[src/rtc_pwr_pkg.sv]
// package: register map, field layout, reset values and timing for the power and wake control block
package rtc_pwr_pkg;
  // register byte address and bus constants
  localparam logic [31:0] ADDR_POWER_WAKE_CONTROL = 32'h0000_1930;
  localparam logic [31:0] ADDR_STATUS             = 32'h0000_1934;
  localparam int          REG_WIDTH               = 16;
  // control field positions
  localparam int BIT_CLOCK_OUTPUT_ENABLE    = 0;
  localparam int BIT_REGULATOR_POWER_DOWN   = 1;
  localparam int BIT_FULL_POWER_DOWN        = 2;
  localparam int BIT_WAKE_PIN_DIRECTION     = 3;
  localparam int BIT_WAKE_OUT_LEVEL         = 4;
  localparam int CTRL_USED_BITS             = 5;
  // control reset value: wake level high, everything else low
  localparam logic [4:0] CTRL_RESET         = 5'h10;
  // wake pulse minimum and the slow clock rate
  localparam real WAKE_PULSE_MIN_US         = 30.5;
  localparam real SLOW_CLK_HZ               = 32768.0;
  localparam real SYS_CLK_HZ                = 20000000.0;
  // system cycles per slow tick, rounded down to stay under the slow period
  localparam int  SLOW_TICK_CYCLES          = int'(SYS_CLK_HZ / SLOW_CLK_HZ - 0.5);
  // slow ticks needed for the regulator to settle in this model
  localparam int  REG_SETTLE_TICKS          = 4;
  // control fields travel together
  typedef struct packed {
    logic wakeOutLevel;
    logic wakePinDirection;
    logic fullPowerDown;
    logic regulatorPowerDown;
    logic clockOutputEnable;
  } ctrl_t;
  // power sequencer states
  typedef enum logic [1:0] {
    ST_ON,
    ST_DOWN,
    ST_RAMP
  } pwr_state_t;
endpackage : rtc_pwr_pkg

[src/slow_tick_gen.sv]
// divider that makes the one-cycle slow clock enable
`timescale 1ns/10ps
module slow_tick_gen #(
  parameter int DIV = rtc_pwr_pkg::SLOW_TICK_CYCLES
) (
  input  wire logic clk_sys,
  input  wire logic sys_rst,
  output logic      tick
);
  localparam int CW = $clog2(DIV + 1);
  logic [CW-1:0] cnt_r;
  logic [CW-1:0] cnt_nxt;
  logic          tick_nxt;

  // refuse a divider too short to leave idle cycles between pulses
  if (DIV < 2)
  begin : g_bad_div
    $error("slow_tick_gen: DIV must be at least 2");
  end

  // count down and pulse once per slow period
  always_comb
  begin
    tick_nxt = 1'b0;
    cnt_nxt  = cnt_r - CW'(1);
    if (cnt_r == '0)
    begin
      cnt_nxt  = CW'(DIV - 1);
      tick_nxt = 1'b1;
    end
  end

  // register the divider
  always_ff @(posedge clk_sys)
  begin
    if (sys_rst)
    begin
      cnt_r <= '0;
      tick  <= 1'b0;
    end
    else
    begin
      cnt_r <= cnt_nxt;
      tick  <= tick_nxt;
    end
  end
endmodule : slow_tick_gen

[src/rtc_power_wake_control.sv]
// power and wake control: control register, wake pin, regulator sequencing, AHB-Lite slave
// Functional notes
// RQ1: external wake pulse must be high at least 30.5 us.
// RQ2: after wake, supply-good stays low until regulator output crosses threshold.
// RQ3: at threshold, raise supply-good, ending isolation and allowing register access.
// RQ4: wake level bit 4: 0 drives pin low, 1 releases pin.
// RQ5: wake direction bit 3: 0 makes pin input, 1 output.
// RQ6: input pin is active high; output only pulls low or releases.
// RQ7: pin wake works only while direction selects input.
// RQ8: full power-down bit 2 disables regulators, power-on reset and bandgap.
// RQ9: after full power-down, wake pin high or alarm re-enables everything.
// RQ10: regulator power-down bit 1 disables regulators and reset, keeps bandgap.
// RQ11: clock output enable bit 0 gates clock output pin.
// RQ12: bits 15:5 read zero and ignore writes.
// RQ13: reset sets wake level bit to 1, other bits to 0.
// RQ14: software uses power-down bits only when internal regulators supply chip.
// RQ15: setting either power-down bit shuts core regulator, supply-good low.
// RQ16: writes take effect after two slow-clock cycles.
// RQ17: wake pin sampled on slow ticks so one-period pulses are caught.
`timescale 1ns/10ps
module rtc_power_wake_control #(
  parameter int SETTLE_TICKS = rtc_pwr_pkg::REG_SETTLE_TICKS
) (
  input  wire logic        clk_sys,
  input  wire logic        sys_rst,
  input  wire logic        hsel,
  input  wire logic [31:0] haddr,
  input  wire logic [1:0]  htrans,
  input  wire logic        hwrite,
  input  wire logic [2:0]  hsize,
  input  wire logic [31:0] hwdata,
  input  wire logic        hready,
  output logic             hreadyout,
  output logic             hresp,
  output logic [31:0]      hrdata,
  input  wire logic        wakePinIn,
  output logic             wakePinOut,
  output logic             wakePinOe,
  input  wire logic        alarmIrq,
  input  wire logic        coreRegulatorOk,
  input  wire logic        slowClkIn,
  output logic             clkOut,
  output logic             regulatorEnable,
  output logic             porEnable,
  output logic             bandgapEnable,
  output logic             supplyGood,
  output logic             wakeEvent
);
  localparam int STW = $clog2(SETTLE_TICKS + 1);

  // a zero settle count would underflow the ramp compare
  if (SETTLE_TICKS < 1)
  begin : g_bad_settle
    $error("rtc_power_wake_control: SETTLE_TICKS must be at least 1");
  end

  // slow clock enable from the divider
  logic slowTick;
  slow_tick_gen #(
    .DIV (rtc_pwr_pkg::SLOW_TICK_CYCLES)
  ) u_tick (
    .clk_sys (clk_sys),
    .sys_rst (sys_rst),
    .tick    (slowTick)
  );

  // pin synchronisers: first stage feeds only the second
  logic wakeMeta_r;
  logic wakeSync_r;
  logic alarmMeta_r;
  logic alarmSync_r;
  logic regOkMeta_r;
  logic regOkSync_r;
  logic slowMeta_r;
  logic slowSync_r;
  always_ff @(posedge clk_sys)
  begin
    if (sys_rst)
    begin
      wakeMeta_r  <= 1'b0;
      wakeSync_r  <= 1'b0;
      alarmMeta_r <= 1'b0;
      alarmSync_r <= 1'b0;
      regOkMeta_r <= 1'b0;
      regOkSync_r <= 1'b0;
      slowMeta_r  <= 1'b0;
      slowSync_r  <= 1'b0;
    end
    else
    begin
      wakeMeta_r  <= wakePinIn;
      wakeSync_r  <= wakeMeta_r;
      alarmMeta_r <= alarmIrq;
      alarmSync_r <= alarmMeta_r;
      regOkMeta_r <= coreRegulatorOk;
      regOkSync_r <= regOkMeta_r;
      slowMeta_r  <= slowClkIn;
      slowSync_r  <= slowMeta_r;
    end
  end

  // bus slave state: staged write, two-tick commit, live control
  rtc_pwr_pkg::ctrl_t ctrl_r;
  rtc_pwr_pkg::ctrl_t ctrl_nxt;
  rtc_pwr_pkg::ctrl_t staged_r;
  rtc_pwr_pkg::ctrl_t staged_nxt;
  logic [1:0]         pendTicks_r;
  logic [1:0]         pendTicks_nxt;
  logic               pend_r;
  logic               pend_nxt;
  logic               wrPhase_r;
  logic               wrPhase_nxt;
  logic [31:0]        addr_r;
  logic [31:0]        addr_nxt;
  logic [31:0]        hrdata_nxt;
  logic               accept;
  logic [31:0]        statusWord;
  logic [31:0]        ctrlWord;
  rtc_pwr_pkg::pwr_state_t state_r;
  rtc_pwr_pkg::pwr_state_t state_nxt;

  // a new transfer is taken when selected, non-idle and the bus is ready
  assign accept    = hsel & htrans[1] & hready;
  assign hreadyout = 1'b1;
  assign hresp     = 1'b0;

  // RQ12 reserved bits read zero
  assign ctrlWord  = {27'h0000000, ctrl_r};
  // status: pending write, supply-good, sequencer state
  assign statusWord = {27'h0000000, supplyGood, pend_r, regOkSync_r, 2'(state_r)};

  // bus decode and write commit
  always_comb
  begin
    ctrl_nxt      = ctrl_r;
    staged_nxt    = staged_r;
    pendTicks_nxt = pendTicks_r;
    pend_nxt      = pend_r;
    wrPhase_nxt   = accept & hwrite;
    addr_nxt      = accept ? haddr : addr_r;
    hrdata_nxt    = hrdata;
    if (accept & ~hwrite)
    begin
      if (haddr == rtc_pwr_pkg::ADDR_POWER_WAKE_CONTROL)
      begin
        hrdata_nxt = ctrlWord;
      end
      else if (haddr == rtc_pwr_pkg::ADDR_STATUS)
      begin
        hrdata_nxt = statusWord;
      end
      else
      begin
        hrdata_nxt = 32'h0000_0000;
      end
    end
    // RQ12 upper bits of hwdata are dropped
    if (wrPhase_r && addr_r == rtc_pwr_pkg::ADDR_POWER_WAKE_CONTROL)
    begin
      staged_nxt    = rtc_pwr_pkg::ctrl_t'(hwdata[rtc_pwr_pkg::CTRL_USED_BITS-1:0]);
      pend_nxt      = 1'b1;
      pendTicks_nxt = 2'h0;
    end
    // RQ16 commit after two slow ticks
    else if (pend_r && slowTick)
    begin
      if (pendTicks_r == 2'h1)
      begin
        ctrl_nxt = staged_r;
        pend_nxt = 1'b0;
      end
      pendTicks_nxt = pendTicks_r + 2'h1;
    end
    // RQ9 hardware wake clears the power-down bits
    if (state_r == rtc_pwr_pkg::ST_DOWN && state_nxt == rtc_pwr_pkg::ST_RAMP)
    begin
      ctrl_nxt.fullPowerDown      = 1'b0;
      ctrl_nxt.regulatorPowerDown = 1'b0;
    end
  end

  // register the bus side
  always_ff @(posedge clk_sys)
  begin
    if (sys_rst)
    begin
      // RQ13 reset values
      ctrl_r      <= rtc_pwr_pkg::ctrl_t'(rtc_pwr_pkg::CTRL_RESET);
      staged_r    <= rtc_pwr_pkg::ctrl_t'(rtc_pwr_pkg::CTRL_RESET);
      pendTicks_r <= 2'h0;
      pend_r      <= 1'b0;
      wrPhase_r   <= 1'b0;
      addr_r      <= 32'h0000_0000;
      hrdata      <= 32'h0000_0000;
    end
    else
    begin
      ctrl_r      <= ctrl_nxt;
      staged_r    <= staged_nxt;
      pendTicks_r <= pendTicks_nxt;
      pend_r      <= pend_nxt;
      wrPhase_r   <= wrPhase_nxt;
      addr_r      <= addr_nxt;
      hrdata      <= hrdata_nxt;
    end
  end

  // power sequencer on slow ticks
  logic             wakeReq;
  logic [STW-1:0]   settle_r;
  logic [STW-1:0]   settle_nxt;
  logic             wakeEvent_nxt;
  // RQ7 pin wake only while the pin is an input
  // RQ6 input level is active high
  assign wakeReq = (wakeSync_r & ~ctrl_r.wakePinDirection) | alarmSync_r;

  always_comb
  begin
    state_nxt     = state_r;
    settle_nxt    = settle_r;
    wakeEvent_nxt = 1'b0;
    // RQ17 wake is sampled only on slow ticks
    if (slowTick)
    begin
      case (state_r)
        rtc_pwr_pkg::ST_ON:
        begin
          // RQ15 either power-down bit shuts the regulator
          if (ctrl_r.fullPowerDown | ctrl_r.regulatorPowerDown)
          begin
            state_nxt = rtc_pwr_pkg::ST_DOWN;
          end
        end
        rtc_pwr_pkg::ST_DOWN:
        begin
          // RQ9 wake or alarm restarts supplies
          if (wakeReq)
          begin
            state_nxt     = rtc_pwr_pkg::ST_RAMP;
            settle_nxt    = '0;
            wakeEvent_nxt = 1'b1;
          end
        end
        rtc_pwr_pkg::ST_RAMP:
        begin
          // RQ2 hold until the regulator crosses its threshold
          if (regOkSync_r && settle_r >= STW'(SETTLE_TICKS - 1))
          begin
            state_nxt = rtc_pwr_pkg::ST_ON;
          end
          else if (settle_r < STW'(SETTLE_TICKS - 1))
          begin
            settle_nxt = settle_r + STW'(1);
          end
        end
        default:
        begin
          state_nxt = rtc_pwr_pkg::ST_ON;
        end
      endcase
    end
  end

  // register the sequencer
  always_ff @(posedge clk_sys)
  begin
    if (sys_rst)
    begin
      state_r   <= rtc_pwr_pkg::ST_ON;
      settle_r  <= '0;
      wakeEvent <= 1'b0;
    end
    else
    begin
      state_r   <= state_nxt;
      settle_r  <= settle_nxt;
      wakeEvent <= wakeEvent_nxt;
    end
  end

  // supply enables and supply-good, registered so pins never glitch
  logic regEn_nxt;
  logic bgEn_nxt;
  logic good_nxt;
  logic clkOut_nxt;
  always_comb
  begin
    // RQ8 full power-down kills bandgap too
    // RQ10 regulator power-down keeps the bandgap
    regEn_nxt  = (state_r != rtc_pwr_pkg::ST_DOWN);
    bgEn_nxt   = ~((state_r == rtc_pwr_pkg::ST_DOWN) & ctrl_r.fullPowerDown);
    // RQ3 supply-good only once powered up and regulator valid
    good_nxt   = (state_r == rtc_pwr_pkg::ST_ON) & regOkSync_r;
    // RQ11 clock output gated by its enable
    clkOut_nxt = slowSync_r & ctrl_r.clockOutputEnable;
  end

  always_ff @(posedge clk_sys)
  begin
    if (sys_rst)
    begin
      regulatorEnable <= 1'b1;
      porEnable       <= 1'b1;
      bandgapEnable   <= 1'b1;
      supplyGood      <= 1'b0;
      clkOut          <= 1'b0;
    end
    else
    begin
      regulatorEnable <= regEn_nxt;
      porEnable       <= regEn_nxt;
      bandgapEnable   <= bgEn_nxt;
      supplyGood      <= good_nxt;
      clkOut          <= clkOut_nxt;
    end
  end

  // RQ4 open drain: drive low only, release for a one
  // RQ5 output only when direction is set
  assign wakePinOut = 1'b0;
  assign wakePinOe  = ctrl_r.wakePinDirection & ~ctrl_r.wakeOutLevel;
endmodule : rtc_power_wake_control

[config.mk]
export PLATFORM = sky130hd
export DESIGN_NAME = rtc_power_wake_control
export DESIGN_NICKNAME = d
export VERILOG_FILES = /design/src/rtc_pwr_pkg.sv /design/src/slow_tick_gen.sv /design/src/rtc_power_wake_control.sv
export SDC_FILE = /design/constraint.sdc
export NUM_CORES = 1
export LEC_CHECK = 0
export ABC_CLOCK_PERIOD_IN_PS = 1800
export BUFFER_PORTS_ARGS = -buffer_cell sky130_fd_sc_hd__buf_2
export CAP_MARGIN = 20
export CORE_MARGIN = 2
export CORE_UTILIZATION = 45
export DETAILED_ROUTE_END_ITERATION = 10
export PLACE_DENSITY = 0.76
export SLEW_MARGIN = 20
export SYNTH_ARGS = -nofsm -noshare
export SYNTH_HDL_FRONTEND = slang
export SYNTH_SLANG_ARGS = --single-unit
[constraint.sdc]
create_clock -name clk_sys -period 1.8 [get_ports clk_sys]
set_clock_uncertainty 0.2 [all_clocks]
set_input_delay 0.09 -clock clk_sys [delete_from_list [all_inputs] [get_ports clk_sys]]
set_output_delay 0.09 -clock clk_sys [all_outputs]
set_load 0.05 [all_outputs]
==> After elaboration in Yosys (flattened, before gate mapping) <==
Cells that the tools add are included.
{ "totals": {"wordCells": 100, "output_inout_bits": 42, "mem_bits_ro": 0, "n_memories": 0, "mem_bits_rw": 0, "ff_bits": 107, "latchBits": 0} }
{ "classes": {"div": 0, "multipliers": 0, "n_shift": 0, "n_bitwise": 18, "n_mux": 17, "n_reduce_logical": 16, "addsub": 3, "order_cmp": 2, "eq_ne": 11} }
{ "ops": {"columns": ["operator", "n"], "rows": [
  ["$eq A32 B13 Y1 const B", 3],
  ["$logic_not A10 Y1", 1],
  ["$mux W10", 1],
  ["$mux W5", 2],
  ["$sub A10 B1 Y10 const B", 1],
  ["$and A1 B1 Y1", 9],
  ["$mux W3", 3],
  ["$mux W2", 4],
  ["$not A1 Y1", 7],
  ["$ne A2 B2 Y1 const B", 3],
  ["$pmux W2 S3", 1],
  ["$pmux W3 S2", 1],
  ["$reduce_bool A2 Y1", 3],
  ["$reduce_or A2 Y1", 3],
  ["$mux W1", 5],
  ["$reduce_and A5 Y1", 1],
  ["$eq A2 B1 Y1 const B", 2],
  ["$eq A2 B2 Y1 const B", 2],
  ["$logic_and A1 B1 Y1", 4],
  ["$add A3 B1 Y3 const B", 1],
  ["$ge A3 B2 Y1 const B", 1],
  ["$lt A3 B2 Y1 const B", 1],
  ["$reduce_and A3 Y1", 1],
  ["$reduce_or A3 Y1", 1],
  ["5 further kinds", 6]
]} }

==> Longest topological paths before layout <==
{ "depth": {"word_depth": 9, "ltp_mapped": 7, "depth_no_buf": 7} }

==> Hierarchy <==
Synthesis repeated with hierarchy kept, for this count alone.
{ "hier_totals": {"hier_cells": 400, "hier_area_um2": 3437.0} }
{ "by_module_without_submodules": {"columns": ["module", "seq_area_each_um2", "area_each_um2", "cells_each", "n_inst"], "rows": [
  ["rtc_power_wake_control", 1381.3, 2916.5, 343, 1],
  ["slow_tick_gen", 220.2, 520.5, 57, 1]
]} }

==> Least setup slack after synthesis <==
OpenSTA, ideal clock, no wires.
{ "synth_timing": {"kind": "reg2reg", "from": "register addr_r[24]", "to": "register staged_r[0] in the netlist's numbering", "n_path_buf": 1, "arrival_ns": 1.499, "synth_period_minus_slack_ns": 1.827, "stages_incl_launch_ff": 7, "setup_ns": 0.128, "setup_slack_ns": -0.027, "cell_sequence": "dfxtp_1 > nor4_2 > nand4_1 > nor4_4 > buf_6 > mux2i_1 > nor2_1"} }
{ "synth_between": {"elab_chain_cells": 2} }
{ "synth_lines": {"columns": ["item", "line", "text"], "rows": [
  ["start, declared", "rtc_power_wake_control.sv:113", "logic [31:0] addr_r;"],
  ["start signal, assigned", "rtc_power_wake_control.sv:203", "addr_r <= addr_nxt;"],
  ["$eq A32 B13 Y1", "rtc_power_wake_control.sv:158", "if (wrPhase_r && addr_r == rtc_pwr_pkg::ADDR_POWER_WAKE_CONTROL)"],
  ["$logic_and A1 B1 Y1", "rtc_power_wake_control.sv:158", null],
  ["end signal, assigned", "rtc_power_wake_control.sv:189", "staged_r <= rtc_pwr_pkg::ctrl_t'(rtc_pwr_pkg::CTRL_RESET);"],
  ["end signal, assigned", "rtc_power_wake_control.sv:199", "staged_r <= staged_nxt;"],
  ["end, declared", "rtc_power_wake_control.sv:105", "rtc_pwr_pkg::ctrl_t staged_r;"]
]} }
No other way between the ends.
A chain may end at the register's enable or synchronous reset.

==> Worst setup path after layout <==
{ "layout_timing": {"from": "register addr_r[28]", "to": "register ctrl_r (netlist bit ctrlWord[4])"} }
{ "layout_between": {"elab_chain_cells": 4} }
{ "layout_lines": {"columns": ["item", "line", "text"], "rows": [
  ["$eq A32 B13 Y1", "rtc_power_wake_control.sv:158", null],
  ["$logic_and A1 B1 Y1", "rtc_power_wake_control.sv:158", null],
  ["$not A1 Y1 (no source line)", null, null],
  ["$reduce_and A3 Y1 (no source line)", null, null],
  ["end signal, assigned", "rtc_power_wake_control.sv:188", "ctrl_r <= rtc_pwr_pkg::ctrl_t'(rtc_pwr_pkg::CTRL_RESET);"],
  ["end signal, assigned", "rtc_power_wake_control.sv:198", "ctrl_r <= ctrl_nxt;"],
  ["end, declared", "rtc_power_wake_control.sv:103", "rtc_pwr_pkg::ctrl_t ctrl_r;"]
]} }
No other way between the ends.

==> flow_metrics.py <==
metrics = {
    "status": {
        "status": "finished with violations",
        "violations": "negative setup slack",
    },
    "drt": {
        "drtAntennaViolNets": 0,
        "drc_errors": 0,
        "wire_per_inst_um": 13.0,
        "wl_um": 7870,
        "vias_per_cell": 4.91,
        "drt-initial-drc-count": 81,
        "num_vias": 2973,
        "drtPass1Iterations": 4,
    },
    "worst_setup_path": {
        "cp_data_arrival_time_ns": 1.98,
        "worstSetupEndpointType": "flip-flop",
        "crit_fanout": 11,
        "crit_slowest_cell": "dfxtp_2",
        "cp.depth": 6,
        "timing.critical_path.from": "addr_r[28]",
        "rrSetupSlack_ns": -0.13,
        "crit_path_start_kind": "flip-flop",
        "required_ns": 1.85,
        "crit_chain": "nor4_2, nand4_1, nor4_4, buf_12, nor2_2, a211o_1",
        "cp_slowest_stage_delay_ns": 0.33,
        "worstReg2RegEnd": "ctrlWord[4]",
        "cp-endpoint": "ctrlWord[4]",
        "ff2ff_path_depth": 6,
        "path_class": "flip-flop to flip-flop",
        "cp_num_buf_inv": 1,
        "r2r-start": "addr_r[28]",
        "critical_path.top_delay_family": "simple AND/OR/NAND/NOR gates",
    },
    "synth": {
        "synth.yosys.seq_area_share_pct": 47.6,
        "syn-cell-area_um2": 3360,
        "syn_inst": 389,
        "ys_warn_count": 0,
        "ys_types": 43,
        "ys_ff_latch": 80,
        "syn_area_per_cell_um2": 8.65,
    },
    "pwr": {
        "p_per_area_nw_per_um2": 952,
        "ir_drop_uv": 886,
        "leakagePower_nw": 1.76,
    },
    "placement": {
        "dp_hpwl_um": 5030,
        "placed_cell_area_um2": 3710,
        "gp_congestion": 0.812,
        "portBuffers": 58,
        "pre_cts_slack_ns": -0.107,
    },
    "clock_tree": {
        "clk_path_buf_depth": 2,
        "cts_tree": "done",
        "clk_latency_ns": 0.36,
        "htreeDepth": 3,
        "cts.clk_slew.worst_paths_ns": 0.08,
        "cts_root_buf": "clkbuf_8",
        "clock_sinks": 80,
        "cts_made_buffers": 9,
    },
    "die": {
        "die_area_um2": 8180,
        "coreArea_um2": 7250,
        "die-height_um": 90.5,
        "dieWidth_um": 90.5,
        "start_util_pct": 46.4,
        "rows": 31,
        "boundaryPins": 120,
    },
    "sta": {
        "whs_ns": 0.0532,
        "fin_crit_sh_pct": 107,
        "finalWorstSetupSlack_ns": -0.135,
        "rsz0062_at_grt": "yes",
        "finalSetupViolCount": 11,
        "fmax_ghz": 0.517,
        "min_period_ns": 1.93,
        "slew_viol_final": 0,
        "finalHoldViolCount": 0,
    },
    "job": {
        "drv_cap": 0,
    },
    "finish": {
        "layout-drive-gt1-share_pct": 22.9,
        "fill_cells": 641,
        "antenna_cells": 0,
        "final_nets": 583,
        "final_area_um2": 4450,
        "areaGrowthSynthToFinish_pct": 32.4,
    },
    "min_path": {
        "hp-class": "input port to flip-flop",
    },
    "grt": {
        "grt_pass1_vias": 2835,
        "grt-ovfl-total": 0,
        "grt_pass1_wl_um": 12800,
        "grt_util_all_layers_pct": 19.3,
        "antenna_found_initial": 0,
        "grt_max_degree": 33,
    },
}
[repair_timing]
item	CTS	global route
setup endpoints to repair	12	25
buffers inserted	1	1
hold buffers	46	0
endpoints found under the hold margin	57	0
gates resized for setup	3	12
pin swaps	0	9
[synthesized netlist by cell type, drive strengths merged]
library cell | number | share of area [%]
a211oi | 5 | 1.1
nand3 | 6 | 0.89
mux2i | 6 | 1.8
nor3 | 7 | 1.3
or3b | 2 | 0.52
nor3b | 1 | 0.22
conb | 2 | 0.22
o21ai | 6 | 0.89
nand4 | 5 | 1.1
and3 | 2 | 0.37
nand2b | 3 | 0.63
a21oi | 43 | 6.6
nand2 | 77 | 8.6
nor2 | 29 | 3.3
clkbuf | 16 | 1.8
a22oi | 5 | 1.1
xnor2 | 4 | 1.0
ha | 4 | 1.5
or3 | 2 | 0.37
nor2b | 12 | 2.2
inv | 8 | 0.89
a2bb2oi | 1 | 0.26
nor4bb | 2 | 0.60
buf | 32 | 7.3
or4 | 1 | 0.22
nor4 | 12 | 3.4
a211o | 4 | 1.0
xor2 | 2 | 0.52
nor4b | 4 | 1.2
o21a | 2 | 0.45
a31oi | 3 | 0.56
dfxtp | 80 | 48
a2111oi | 1 | 0.26
[stage by stage]
stage / TNS, ns / total power [mW] / instances / util (%)
floorplan: 0 / 2.68 / 417 / -
global placement: -0.503 / 2.82 / 542 / 51.2
detailed placement: -0.296 / 2.86 / 542 / 51.2
CTS: -0.411 / 4.23 / 605 / 60.4
global route: -1.91 / 4.47 / 605 / 61.4
finish: -0.683 / 4.24 / 605 / 61.4
[how the worst min path moves through the flow]
stage | from | end | slack [ns] | cells past startpoint
global route | htrans[1] | wrPhase_r | 0.06 | 4
detailed placement | hwdata[4] | staged_r[4] | 0.10 | 2
global placement | alarmIrq | alarmMeta_r | 0.1 | 2
finish | htrans[1] | wrPhase_r | 0.05 | 4
CTS | htrans[1] | wrPhase_r | 0.03 | 4
floorplan | hwdata[4] | staged_r[4] | 0.008 | 1
[layout by cell type (no fill, tap or decap), types with 5 or more instances in the layout]
cell	n
dfxtp_1	78
nand2_1	77
buf_2	57
dlygate4sd3_1	46
a21oi_1	41
conb_1	30
nor2_1	28
buf_4	17
nor2b_1	12
clkbuf_8	9
inv_1	8
nand3_1	6
mux2i_1	6
nor4_2	5
a22oi_1	5
[routing by layer]
layer,GRT usage (%),share of wire (%)
met3,5.59,5.2
met2,33.3,49
met4,7.05,1.4
met1,22.6,44
met5,0,0
[flip-flops by register name (all words and copies together), names as in the netlist, 2 cells and up]
register / flops
addr_r: 32
u_tick.cnt_r: 10
pendTicks_r: 2
settle_r: 3
hrdata: 5
state_r: 2
staged_r: 5
ctrlWord: 5
[worst reg2reg max path: stages, from the launching register on]
cell and delay, ns:
dfxtp_2 0.33, nor4_2 0.28, nand4_1 0.19, nor4_4 0.31, buf_12 0.18, nor2_2 0.05
a211o_1 0.29
[logic make-up (layout without fill, tap and decap cells)]
kind of cell	Yosys count	count (layout)	share of synthesized area, %
other	2	30	0.223
DFF	80	80	47.6
AOI/OAI and AO/OA	70	70	12.3
adders and majority gates	4	4	1.49
and+or+nand+nor	165	165	25.1
muxes	6	6	1.79
xor gates and xnor gates	6	6	1.56
buffers and inverters	56	145	9.93
[power breakdown]
| part | switching, mW | internal (mW) |
|---|---|---|
| clock network | 0.643 | 0.633 |
| registers | 0.101 | 1.91 |
| logic | 0.533 | 0.420 |
| total | 1.28 | 2.96 |
[area by class of cell]
| type | instances | area [µm²] | share of cell area, % |
|---|---|---|---|
| multi-input cells | 281 | 1610 | 36.2 |
| flip-flops and latches | 80 | 1600 | 36.0 |
| repair buffers | 121 | 893 | 20.1 |
| clock buffers | 10 | 128 | 2.87 |
| well taps | 99 | 124 | 2.78 |
| clock inverters | 6 | 60.1 | 1.35 |
| inverters | 8 | 30.0 | 0.674 |
Power figures use the tool's default switching activity.
